===== config.mk =====
export PLATFORM = sky130hd
export DESIGN_NAME = tsp_port
export DESIGN_NICKNAME = d
export VERILOG_FILES = /design/src/hdl/tsp_pkg.sv /design/src/hdl/tsp_port.sv /design/src/hdl/tsp_sync.sv /design/src/hdl/tsp_converter.sv
export SDC_FILE = /design/constraint.sdc
export NUM_CORES = 1
export LEC_CHECK = 0
export ABC_AREA = 0
export ABC_CLOCK_PERIOD_IN_PS = 2050
export CAP_MARGIN = 15
export CORE_ASPECT_RATIO = 0.75
export CORE_MARGIN = 5
export CORE_UTILIZATION = 54
export CTS_CLUSTER_DIAMETER = 50
export DETAILED_ROUTE_END_ITERATION = 8
export DONT_BUFFER_PORTS = 1
export GPL_TIMING_DRIVEN = 1
export PLACE_DENSITY = 0.72
export SYNTH_ARGS = -nofsm -noshare
export SYNTH_HDL_FRONTEND = slang
export SYNTH_HIERARCHICAL = 1
export SYNTH_SLANG_ARGS = --single-unit

===== constraint.sdc =====
create_clock -name clk -period 2.05 [get_ports clk]
set_input_delay 0.205 -clock clk [delete_from_list [all_inputs] [get_ports clk]]
set_output_delay 0.205 -clock clk [all_outputs]
set_load 0.01 [all_outputs]

===== src/hdl/tsp_pkg.sv =====
package tsp_pkg;
  localparam int TEMP_W = 14;
  localparam int WORD_W = 16;
  localparam int CMD_W = 8;
  localparam int PHASE_BITS = 16;
  localparam logic [1:0] WORD_TAIL = 2'h3;
  localparam logic [7:0] CMD_RUN = 8'h00;
  localparam logic [7:0] CMD_SHUTDOWN = 8'hff;
  // Arbitrary neutral identification value; low two bits stay ones
  localparam logic [15:0] ID_WORD_RST = 16'h5a53;
  localparam logic [15:0] TEMP_RST = 16'h0003;
  localparam real CLK_MHZ = 25.0;
  localparam real CONV_MS = 228.0;
  localparam int CONV_CYCLES = int'(CONV_MS * CLK_MHZ * 1000.0);
  localparam real CS_GAP_NS = 160.0;
  localparam int CS_GAP_CYCLES = int'(CS_GAP_NS * CLK_MHZ / 1000.0);
endpackage


===== src/hdl/tsp_port.sv =====
`timescale 1ns/1ps
// Notes on behaviour
// Reset clears state, starts continuous conversion
// Output invalid until first conversion done
// Temperature is 14-bit two's complement
// Word bits 15:2 temperature, 1:0 ones
// Shift out MSB first
// Drive on falling, sample on rising
// Host keeps chip select high between frames
// Sixteen clocks out, then sixteen in
// Release data pin while deselected
// First bit driven right at select
// Host avoids select during rising clock
// Raising select mid-output ends cleanly
// Conversion finishes; load deferred until deselect
// Receive into 8-bit register, act on deselect
// 00 runs, FF shuts down
// Host sends only the two commands
// Shutdown reads return identification word
// Leading five ID bits name maker
// Read, shutdown, read ID, resume in frame
// Host waits one conversion after resuming
// Temp and ID read-only, config write-only
// Chip select is active low
// Conversions back to back, results replace register
module tsp_port #(
  parameter int CONV_CYCLES = tsp_pkg::CONV_CYCLES,
  parameter logic [15:0] ID_WORD = tsp_pkg::ID_WORD_RST
) (
  input wire logic clk,
  input wire logic srst,
  input wire logic chip_sel_n,
  input wire logic serial_bit_clock,
  input wire logic sio_in,
  output logic sio_out,
  output logic sio_oe,
  input wire logic [tsp_pkg::TEMP_W-1:0] sensor_sample,
  output logic shutdown,
  output logic temp_valid
);
  typedef enum logic [2:0] {
    ST_IDLE = 3'b001,
    ST_OUT = 3'b010,
    ST_IN = 3'b100
  } tsp_state_t;

  logic cs_n_s;
  logic sck_s;
  logic din_s;
  logic sck_d;
  logic cs_d;
  logic next_sck_d;
  logic next_cs_d;
  logic conv_done;
  logic [tsp_pkg::TEMP_W-1:0] conv_result;

  tsp_state_t state;
  tsp_state_t next_state;
  logic [15:0] shreg;
  logic [15:0] next_shreg;
  logic [4:0] bitcnt;
  logic [4:0] next_bitcnt;
  logic [7:0] cmd;
  logic [7:0] next_cmd;
  logic [15:0] temperature_result;
  logic [15:0] next_temperature_result;
  logic pend;
  logic next_pend;
  logic next_shutdown;
  logic next_temp_valid;
  logic next_sio_out;
  logic next_sio_oe;

  tsp_sync u_cs (
    .clk(clk),
    .srst(srst),
    .din(chip_sel_n),
    .rst_val(1'b1),
    .dout(cs_n_s)
  );

  tsp_sync u_sck (
    .clk(clk),
    .srst(srst),
    .din(serial_bit_clock),
    .rst_val(1'b0),
    .dout(sck_s)
  );

  tsp_sync u_din (
    .clk(clk),
    .srst(srst),
    .din(sio_in),
    .rst_val(1'b0),
    .dout(din_s)
  );

  tsp_converter #(
    .CONV_CYCLES(CONV_CYCLES)
  ) u_conv (
    .clk(clk),
    .srst(srst),
    .run(~shutdown),
    .sample(sensor_sample),
    .done(conv_done),
    .result(conv_result)
  );

  logic sck_rise;
  logic sck_fall;
  logic cs_fall;
  logic cs_rise;
  logic [15:0] load_word;
  logic [15:0] fresh_word;

  assign sck_rise = sck_s && !sck_d;
  assign sck_fall = !sck_s && sck_d;
  assign cs_fall = !cs_n_s && cs_d;
  assign cs_rise = cs_n_s && !cs_d;
  assign fresh_word = {conv_result, tsp_pkg::WORD_TAIL};
  assign load_word = shutdown ? ID_WORD : temperature_result;

  always_comb begin
    next_sck_d = srst ? 1'b0 : sck_s;
    next_cs_d = srst ? 1'b1 : cs_n_s;
    next_state = state;
    next_shreg = shreg;
    next_bitcnt = bitcnt;
    next_cmd = cmd;
    next_temperature_result = temperature_result;
    next_pend = pend;
    next_shutdown = shutdown;
    next_temp_valid = temp_valid;
    next_sio_out = sio_out;
    next_sio_oe = sio_oe;
    // Result stays parked while selected so the word being shifted cannot tear
    if (conv_done) begin
      next_temp_valid = 1'b1;
      if (cs_n_s && !pend) begin
        next_temperature_result = fresh_word;
      end else begin
        next_pend = 1'b1;
      end
    end
    if (pend && cs_n_s) begin
      next_temperature_result = fresh_word;
      next_pend = 1'b0;
    end
    case (state)
      ST_IDLE: begin
        next_sio_oe = 1'b0;
        if (cs_fall) begin
          next_state = ST_OUT;
          next_sio_oe = 1'b1;
          next_sio_out = load_word[15];
          next_shreg = {load_word[14:0], 1'b1};
          next_bitcnt = '0;
        end
      end
      ST_OUT: begin
        if (cs_n_s) begin
          next_state = ST_IDLE;
          next_sio_oe = 1'b0;
        end else begin
          if (sck_rise) begin
            next_bitcnt = bitcnt + 5'h1;
          end
          if (sck_fall && bitcnt != 5'h0) begin
            if (bitcnt == 5'(tsp_pkg::PHASE_BITS)) begin
              next_state = ST_IN;
              next_sio_oe = 1'b0;
              next_bitcnt = '0;
            end else begin
              next_sio_out = shreg[15];
              next_shreg = {shreg[14:0], 1'b1};
            end
          end
        end
      end
      ST_IN: begin
        next_sio_oe = 1'b0;
        if (cs_n_s) begin
          next_state = ST_IDLE;
          if (bitcnt >= 5'(tsp_pkg::CMD_W)) begin
            // Other codes would enter test modes; they are ignored here
            if (cmd == tsp_pkg::CMD_RUN) begin
              next_shutdown = 1'b0;
            end else if (cmd == tsp_pkg::CMD_SHUTDOWN) begin
              next_shutdown = 1'b1;
            end
          end
        end else if (sck_rise && bitcnt != 5'(tsp_pkg::PHASE_BITS)) begin
          next_cmd = {cmd[6:0], din_s};
          next_bitcnt = bitcnt + 5'h1;
        end
        // Mid-frame mode change lets a second read see the ID word
        if (!cs_n_s && sck_fall && bitcnt == 5'(tsp_pkg::PHASE_BITS)) begin
          next_state = ST_OUT;
          // Counting restarts from zero so the sixteenth falling edge hands over again
          next_bitcnt = '0;
          next_sio_oe = 1'b1;
          if (cmd == tsp_pkg::CMD_SHUTDOWN) begin
            next_shutdown = 1'b1;
            next_sio_out = ID_WORD[15];
            next_shreg = {ID_WORD[14:0], 1'b1};
          end else begin
            if (cmd == tsp_pkg::CMD_RUN) begin
              next_shutdown = 1'b0;
            end
            next_sio_out = temperature_result[15];
            next_shreg = {temperature_result[14:0], 1'b1};
          end
        end
      end
      default: begin
        next_state = ST_IDLE;
      end
    endcase
    if (cs_rise) begin
      next_sio_oe = 1'b0;
    end
    if (srst) begin
      next_state = ST_IDLE;
      next_shreg = '0;
      next_bitcnt = '0;
      next_cmd = '0;
      next_temperature_result = tsp_pkg::TEMP_RST;
      next_pend = 1'b0;
      next_shutdown = 1'b0;
      next_temp_valid = 1'b0;
      next_sio_out = 1'b0;
      next_sio_oe = 1'b0;
    end
  end

  always_ff @(posedge clk) begin
    sck_d <= next_sck_d;
    cs_d <= next_cs_d;
    state <= next_state;
    shreg <= next_shreg;
    bitcnt <= next_bitcnt;
    cmd <= next_cmd;
    temperature_result <= next_temperature_result;
    pend <= next_pend;
    shutdown <= next_shutdown;
    temp_valid <= next_temp_valid;
    sio_out <= next_sio_out;
    sio_oe <= next_sio_oe;
  end

  chk_release_idle: assert property (@(posedge clk) disable iff (srst)
    (cs_n_s && cs_d) |=> !sio_oe)
    else $error("data pin driven while deselected");

  chk_first_bit: assert property (@(posedge clk) disable iff (srst)
    (state == ST_IDLE && cs_fall) |=> (sio_oe && sio_out == $past(load_word[15])))
    else $error("first bit not driven at select");

  chk_tail_ones: assert property (@(posedge clk) disable iff (srst)
    temperature_result[1:0] == tsp_pkg::WORD_TAIL)
    else $error("low word bits not ones");

  chk_no_load_sel: assert property (@(posedge clk) disable iff (srst)
    (!cs_n_s && !$past(cs_n_s)) |-> $stable(temperature_result))
    else $error("result changed while selected");

  chk_deferred_load: assert property (@(posedge clk) disable iff (srst)
    (pend && cs_n_s) |=> (!pend && temperature_result == $past(fresh_word)))
    else $error("deferred result not loaded");

  chk_cmd_run: assert property (@(posedge clk) disable iff (srst)
    (state == ST_IN && cs_n_s && bitcnt >= 5'h8 && cmd == 8'h00) |=> !shutdown)
    else $error("run command not taken");

  chk_cmd_stop: assert property (@(posedge clk) disable iff (srst)
    (state == ST_IN && cs_n_s && bitcnt >= 5'h8 && cmd == 8'hff) |=> shutdown)
    else $error("shutdown command not taken");

  chk_id_out: assert property (@(posedge clk) disable iff (srst)
    (state == ST_IDLE && cs_fall && shutdown) |=> sio_out == ID_WORD[15])
    else $error("identification word not sent");

  chk_valid_flag: assert property (@(posedge clk) disable iff (srst)
    conv_done |=> temp_valid)
    else $error("valid flag not set after conversion");

  chk_end_clean: assert property (@(posedge clk) disable iff (srst)
    (state == ST_OUT && cs_n_s) |=> (state == ST_IDLE && !sio_oe))
    else $error("frame not ended on deselect");

  chk_phase_switch: assert property (@(posedge clk) disable iff (srst)
    (state == ST_OUT && !cs_n_s && sck_fall && bitcnt == 5'(tsp_pkg::PHASE_BITS))
    |=> (state == ST_IN && !sio_oe))
    else $error("output phase did not hand over to input");

  chk_out_shift: assert property (@(posedge clk) disable iff (srst)
    (state == ST_OUT && !cs_n_s && sck_fall && bitcnt != 5'h0 && bitcnt != 5'(tsp_pkg::PHASE_BITS))
    |=> sio_out == $past(shreg[15]))
    else $error("next bit not shifted on falling edge");

  chk_hold_bit: assert property (@(posedge clk) disable iff (srst)
    (state == ST_OUT && !cs_n_s && !sck_fall) |=> $stable(sio_out))
    else $error("output bit changed without falling edge");

  chk_in_shift: assert property (@(posedge clk) disable iff (srst)
    (state == ST_IN && !cs_n_s && sck_rise && bitcnt != 5'(tsp_pkg::PHASE_BITS))
    |=> cmd == {$past(cmd[6:0]), $past(din_s)})
    else $error("input bit not taken on rising edge");

  chk_in_release: assert property (@(posedge clk) disable iff (srst)
    state == ST_IN |-> !sio_oe)
    else $error("data pin driven during input phase");

  chk_short_cmd: assert property (@(posedge clk) disable iff (srst)
    (state == ST_IN && cs_n_s && bitcnt < 5'(tsp_pkg::CMD_W)) |=> $stable(shutdown))
    else $error("short command changed the mode");

  chk_idle_quiet: assert property (@(posedge clk) disable iff (srst)
    (state == ST_IDLE && !cs_fall) |=> !sio_oe)
    else $error("data pin driven while idle");

  chk_no_conv_stop: assert property (@(posedge clk) disable iff (srst)
    shutdown |=> !conv_done)
    else $error("conversion finished in shutdown");

  chk_valid_hold: assert property (@(posedge clk) disable iff (srst)
    temp_valid |=> temp_valid)
    else $error("valid flag dropped");

  chk_load_fresh: assert property (@(posedge clk) disable iff (srst)
    (conv_done && cs_n_s && !pend) |=> temperature_result == $past(fresh_word))
    else $error("new result not loaded while deselected");

  chk_pend_set: assert property (@(posedge clk) disable iff (srst)
    (conv_done && !cs_n_s) |=> pend)
    else $error("result during frame not held back");

  chk_restart_id: assert property (@(posedge clk) disable iff (srst)
    (state == ST_IN && !cs_n_s && sck_fall && bitcnt == 5'(tsp_pkg::PHASE_BITS) && cmd == tsp_pkg::CMD_SHUTDOWN)
    |=> (state == ST_OUT && shutdown && sio_out == ID_WORD[15]))
    else $error("in-frame shutdown did not send identification");

  chk_cs_rise_off: assert property (@(posedge clk) disable iff (srst)
    cs_rise |=> !sio_oe)
    else $error("data pin not released on deselect");
endmodule


===== src/hdl/tsp_sync.sv =====
`timescale 1ns/1ps
module tsp_sync (
  input wire logic clk,
  input wire logic srst,
  input wire logic din,
  input wire logic rst_val,
  output logic dout
);
  logic meta;
  logic next_meta;
  logic next_dout;

  always_comb begin
    next_meta = srst ? rst_val : din;
    next_dout = srst ? rst_val : meta;
  end

  always_ff @(posedge clk) begin
    meta <= next_meta;
    dout <= next_dout;
  end
endmodule


===== src/hdl/tsp_converter.sv =====
`timescale 1ns/1ps
module tsp_converter #(
  parameter int CONV_CYCLES = tsp_pkg::CONV_CYCLES
) (
  input wire logic clk,
  input wire logic srst,
  input wire logic run,
  input wire logic [tsp_pkg::TEMP_W-1:0] sample,
  output logic done,
  output logic [tsp_pkg::TEMP_W-1:0] result
);
  logic [31:0] cnt;
  logic [31:0] next_cnt;
  logic next_done;
  logic [tsp_pkg::TEMP_W-1:0] next_result;

  // Back-to-back conversions while running; stopping restarts the interval
  always_comb begin
    next_cnt = cnt;
    next_done = 1'b0;
    next_result = result;
    if (srst || !run) begin
      next_cnt = '0;
    end else if (cnt == 32'(CONV_CYCLES - 1)) begin
      next_cnt = '0;
      next_done = 1'b1;
      next_result = sample;
    end else begin
      next_cnt = cnt + 32'h1;
    end
    if (srst) begin
      next_result = '0;
    end
  end

  always_ff @(posedge clk) begin
    cnt <= next_cnt;
    done <= next_done;
    result <= next_result;
  end
endmodule


==> results of run 1 <==
final timing paths:
check                                               to  slack [ns]             start
worst max-delay path                 u_conv/result[12]      -0.005    u_conv/cnt[28]
worst min-delay path                         u_cs/meta        0.02              srst
worst max register to register       u_conv/result[12]      -0.005    u_conv/cnt[28]
worst min register to register  temperature_result[10]        0.45  u_conv/result[8]
power by group:
part           switching, µW  internal, µW  total, µW
Combinational            162           142        304
Clock                    803           885       1690
Sequential              52.0          2130       2180
Total                   1020          3150       4170
per-layer routing:
metal  track usage  share of wire
met1         0.282           0.46
met2         0.313           0.46
met3        0.0460          0.056
met4        0.0831          0.024
met5             0              0
final cells by class:
class | instances | area [µm²]
fill | 656 | 2790
multi-input combinational | 379 | 2550
sequential | 106 | 2130
timing repair buffer | 62 | 556
clock buffer | 10 | 239
tap | 108 | 135
clock inverter | 6 | 57.6
inverter | 9 | 33.8
through the flow:
step           TNS [ns]  hold WS [ns]  cells  cell area, µm²
6_report       -0.00698        0.0246    680            5700
5_1_grt          -0.346       0.00530    680            5700
4_1_cts          -0.299       0.00492    682            5730
3_5_place_dp     -0.701         0.293    642            5130
3_3_place_gp          0         0.288    642            5130
2_1_floorplan    -0.270         0.341    518            4780
sequential cells by signal, summed over array words and instances, names as in the netlist, 3 cells and up:
signal and cells:
u_conv/result 14, shreg 16, u_conv/cnt 32, cmd 8
temperature_result 14, bitcnt 5, state 3
what timing repair did:
action	in CTS	in global routing
gates resized for setup	12	6
endpoints found under the hold margin	64	0
buffers inserted	4	0
endpoints found under the setup margin	15	29
pin swaps	5	0
hold buffers	19	0
cloned	1	0
cells in the mapped netlist (3+ instances only):
cell type  number
o21bai_1        3
a31oi_1         4
and4bb_2        3
mux2_4          9
nor3_1         10
and3_1          4
nand2_1        38
inv_1           9
buf_2           7
a22oi_1         9
nand3_1        20
a311oi_1        9
dfxtp_1       106
mux2i_1        16
nand4_1        11
nor2b_1        23
xor2_1         17
nand3b_1        4
o21ai_0         7
xnor2_1        12
nand2b_1        5
a21oi_1        22
clkbuf_1       11
a211oi_1       14
ha_1            3
nor4_1          5
mux2_2         11
nor2_1         81
critical path, stage by stage (launching register included):
cell and delay (ns):
dfxtp_2 0.33, and4bb_2 0.30, nand4_1 0.11, or4_4 0.52
nor3_4 0.17, buf_6 0.21, mux2_4 0.31
cells by family after synthesis:
family / after synthesis / synth area share
XOR/XNOR: 29 / 0.0537
buffers and inverters: 33 / 0.0344
AND/OR/NAND/NOR: 222 / 0.243
flip-flops: 106 / 0.448
other: 2 / 0.00159
AO/OA/AOI/OAI: 82 / 0.120
adder cells (fa/ha/maj): 4 / 0.0100
multiplexers: 36 / 0.0886
==> results.tsv, run 1 <==
stage	metric	value	unit
worst_setup_path	r2r_cells	6	
logic_synthesis	synthTopCellsByArea	dfxtp_1, nor2_1, mux2i_1	
floorplan	die_h	91.1	µm
global_route	grt_pass1_wl	18.2	mm
logic_synthesis	synth_top_area_cell	dfxtp_1	
sta	finalSetupViolCount	3	
logic_synthesis	yosysSeqAreaShare	0.448	
drt	wl_per_cell	15.7	µm
drt	viasPerCell	5.73	
cells_and_area	final_cell_mix	dfxtp_1, nor2_1, buf_4	
cells_and_area	n_antenna_cell	0	
logic_synthesis	ys_warn_count	6	
floorplan	rows	29	
logic_synthesis	ys_seq_elements	106	
drt	vias	3893	
global_route	grt_pass1_vias	3735	
sta	min_period	2.05	ns
cts	cts_buffers	9	
cts	clock-sinks	106	
cts	htree_levels	3	
pwr	p_total	4170	µW
floorplan	die_w	118	µm
global_route	grt_usage	0.205	
logic_synthesis	syn-instance-count	514	
worst_setup_path	path_max_fanout	8	
placement	dp_hpwl	6.73	mm
logic_synthesis	synthArstFlopShare	0	
floorplan	die-area	10800	µm²
sta	maxSlewHeadroom	0.610	
pwr	peakVddDrop	0.531	mV
logic_synthesis	synth_area	4730	µm²
cells_and_area	layout_commonest_cell	dfxtp_1	
floorplan	core-area	8490	µm²
drt	ant_nets	0	
global_route	antenna_found_initial	0	
placement	globalplace.congestion	0.889	
sta	finalClockSkew	0.0144	ns
cts	path_clk_slew	0.07	ns
cts	clockBufferDepth	2	
global_route	grt_max_degree	48	
drt	wl	10.7	mm
pwr	power_density	732	nW/µm²
status	violations	negative setup slack	
cts	cts-root-buf	clkbuf_16	
logic_synthesis	synth_cell_types	63	
worst_setup_path	cp.required	2.29	ns
global_route	gr-total-overflow	0	
status	status	complete, but fails checks	
cts	tritoncts	yes	
cells_and_area	drive_gt1_frac	0.199	
hold_path	hold_class	in2reg	
hold_path	min_path_cells	1	
sta	fin_ws	-0.00493	ns
sta	final.period_utilization	1.00	
sta	tightest_slew	0.580	ns
logic_synthesis	ys.flop_type	dfxtp_1	
logic_synthesis	netlist.area_leader.share	0.448	
sta	drv_slew	0	
cells_and_area	fin_util	0.671	
logic_synthesis	avgSynthCellArea	9.21	µm²
worst_setup_path	cp-start-kind	flip-flop	
placement	io_buffers	0	
drt	dr.first_iter.drc_count	271	
floorplan	boundaryPins	23	
cts	clk_latency	0.35	ns
floorplan	floorplan.initialDensity	0.557	
worst_setup_path	crit_arrival	2.29	ns
drt	drtPass1Iterations	7	
flow_run	max_cap_viol_count	0	
sta	fmax	487	MHz
drt	drc	0	
cells_and_area	synthToLayoutAreaGrowth	20.4	%
sta	rsz0062_at_grt	true	
pwr	p_leak	0.00204	µW
worst_setup_path	critPathCaptureType	flip-flop	
cells_and_area	nets	589	
worst_setup_path	critPathKind	reg2reg	
placement	dp_slack	-0.0736	ns
sta	final-hold-violation-count	0	
logic_synthesis	synth_edf_count	0	
Note: power is estimated with default switching activity, not from simulation.
==> run 2: changes to the inputs <==
--- a/config.mk
+++ b/config.mk
@@ -5,7 +5,7 @@
 export SDC_FILE = /design/constraint.sdc
 export NUM_CORES = 1
 export LEC_CHECK = 0
-export ABC_AREA = 0
+export ABC_AREA = 1
 export ABC_CLOCK_PERIOD_IN_PS = 2050
 export CAP_MARGIN = 15
 export CORE_ASPECT_RATIO = 0.75
==> run 2 against run 1 <==
The flow now finishes without violations. Clock power is essentially flat. Combinational power increased by 63%. Critical path depth is 1 higher. Global-route usage is 1.8 points higher. Clock-buffer cell count increased by 1. Register-to-register slack improved by 0.24 ns. Synthesized cell count increased by 63%. Critical path type unchanged. Critical endpoint is now u_conv/result[9].
==> results.tsv, run 2 <==
stage	metric	value	unit	change
sta	rsz0062_at_grt	false		
floorplan	rows	31		+6.9%
pwr	peakVddDrop	0.434	mV	-18%
sta	tightest_slew	0.705	ns	+0.125 ns
sta	fmax	552	MHz	+13%
cells_and_area	synthToLayoutAreaGrowth	10.7	%	
cts	clockBufferDepth	2		unchanged
cells_and_area	fin_util	0.612		-0.0594
cts	cts_buffers	9		unchanged
logic_synthesis	synth_top_area_cell	dfxtp_1		
logic_synthesis	ys.flop_type	dfxtp_1		
global_route	grt_use_met1	0.343		+0.0613
cells_and_area	reg_top3	u_conv/cnt: 32 flops, shreg: 16 flops		
cells_and_area	fillCellCount	903		+38%
worst_setup_path	cp.required	2.34	ns	+0.05 ns
cts	cts-root-buf	clkbuf_16		
global_route	use_met3	0.0427		-0.00326
logic_synthesis	synthTopCellsByArea	dfxtp_1, nand2_1, nor2_1		
logic_synthesis	avgSynthCellArea	6.38	µm²	-31%
drt	dr.first_iter.drc_count	459		+69%
global_route	grt-busiest-layer	met1		
sta	min_period	1.81	ns	-0.244 ns
sta	drv_slew	0		unchanged
logic_synthesis	ys_warn_count	6		unchanged
floorplan	die-area	12000	µm²	+12%
sta	finalSetupViolCount	0		-3
worst_setup_path	crit_arrival	2.10	ns	-0.19 ns
floorplan	floorplan.initialDensity	0.553		-0.00444
cells_and_area	final_cell_mix	nand2_1, nor2_1, dfxtp_1		
cells_and_area	drive_gt1_frac	0.0616		-0.138
cts	cts_resized	0		-12
cts	post-cts-setup-buffers	0		-4
cts	clk_latency	0.35	ns	about the same
logic_synthesis	synth_edf_count	0		unchanged
cts	tritoncts	yes		
status	status	completed		
drt	viasPerCell	5.19		-9.4%
floorplan	boundaryPins	23		unchanged
cells_and_area	layout_commonest_cell	nand2_1		
cells_and_area	largest_register	u_conv/cnt		
cells_and_area	nets	878		+49%
cts	clock-sinks	106		unchanged
drt	drtPass1Iterations	5		-2
cts	path_clk_slew	0.07	ns	about the same
pwr	p_leak	0.00238	µW	+17%
drt	drc	0		unchanged
sta	holdWs	0.0227	ns	-0.00188 ns
sta	maxSlewHeadroom	0.530		-0.0806
cts	cts_hold_buf	18		-1
floorplan	die_h	96.3	µm	+5.7%
global_route	grt_pass1_wl	21.5	mm	+18%
flow_run	max_cap_viol_count	0		unchanged
placement	io_buffers	0		unchanged
cells_and_area	largest_reg_flops	32		unchanged
worst_setup_path	cp-start-kind	flip-flop		
logic_synthesis	synthArstFlopShare	0		unchanged
placement	dp_hpwl	9.23	mm	+37%
cts	htree_levels	3		unchanged
logic_synthesis	yosysSeqAreaShare	0.396		-0.0526
placement	globalplace.congestion	0.945		+6.2%
sta	final.period_utilization	0.883		-0.119
logic_synthesis	netlist.area_leader.share	0.396		-0.0526
sta	finalSetupTns	0	ns	+0.00698 ns
drt	wl	13.0	mm	+22%
drt	vias	5153		+32%
sta	final-hold-violation-count	0		unchanged
drt	wl_per_cell	13.1	µm	-17%
floorplan	die_w	125	µm	+5.9%
global_route	grt_usage	0.223		+0.0177
worst_setup_path	critPathKind	reg2reg		
logic_synthesis	syn-instance-count	840		+63%
global_route	use_met2	0.314		+0.00122
drt	ant_nets	0		unchanged
pwr	power_density	743	nW/µm²	+1.5%
sta	finalClockSkew	0.00925	ns	-0.00516 ns
worst_setup_path	path_max_fanout	15		+7
logic_synthesis	synth_area	5360	µm²	+13%
cells_and_area	n_antenna_cell	0		unchanged
global_route	antenna_found_initial	0		unchanged
logic_synthesis	ys_top_cells_by_count	nand2_1, nor2_1, dfxtp_1		
logic_synthesis	ys_seq_elements	106		unchanged
floorplan	core-area	9700	µm²	+14%
global_route	grt_max_degree	35		-27%
worst_setup_path	critPathCaptureType	flip-flop		
logic_synthesis	synth.most_common_cell	nand2_1		
global_route	grt_pass1_vias	4462		+19%
hold_path	hold_class	in2reg		
global_route	gr-total-overflow	0		unchanged
logic_synthesis	synth_cell_types	33		-48%
[run 2: power breakdown]
part	total [µW]	internal [µW]	switching, µW
Clock	1680	876	799
Combinational	496	187	309
Sequential	2240	2170	68.7
Total	4410	3230	1180
[run 2: cell families (layout without fill, tap and decap cells)]
family,count (synthesis),in the layout,share of synthesized area
flops,106,106,0.396
buf+inv,97,117,0.0800
other cells,2,3,0.00140
compound gates,68,68,0.0667
xor+xnor,13,13,0.0212
fa+ha+maj,3,3,0.00700
simple gates,551,551,0.428
[run 2: per-layer routing]
metal	vias to the layer above	wire, µm
met4	0	155
met3	14	1230
met5	-	0
met2	175	5100
met1	2318	6540
li1	2646	-
[run 2: cell type report]
class                   instances  area, µm²  share of cell area
inverters                      72        270              0.0455
well taps                     132        165              0.0278
clock buffers                  11        243              0.0409
multi-input cells             638       2820               0.474
repair buffers                 29        275              0.0464
clock inverters                 5       43.8             0.00738
flip-flops and latches        106       2120               0.358
[run 2: worst max-delay path, stage by stage, from the launching register on]
cell and delay, ns:
dfxtp_1 0.40, ha_1 0.26, nand3_1 0.20, nor2_1 0.18, nand2_1 0.11, nor2_4 0.32, nand3_1 0.17, nand2_1 0.10
[run 2: through the flow]
step / std cells / total power (µW) / setup WS [ns] / area (µm²)
after floorplan: 841 / 2670 / 0.500 / 5370
after global placement: 959 / 2720 / 0.366 / 5470
after detailed placement: 959 / 2740 / 0.315 / 5470
after CTS: 993 / 4450 / 0.251 / 5930
after global routing: 993 / 4620 / 0.0535 / 5930
final: 993 / 4410 / 0.239 / 5930
[run 2: final timing paths]
| kind | start | endpoint | slack, ns | cells after the start |
|---|---|---|---|---|
| worst max-delay path | u_conv/cnt[0] | u_conv/result[9] | 0.24 | 7 |
| worst min-delay path | srst | u_conv/result[6] | 0.02 | 3 |
| worst max register to register | u_conv/cnt[0] | u_conv/result[9] | 0.24 | 7 |
| worst min register to register | u_sck/meta | u_sck/dout | 0.43 | 2 |
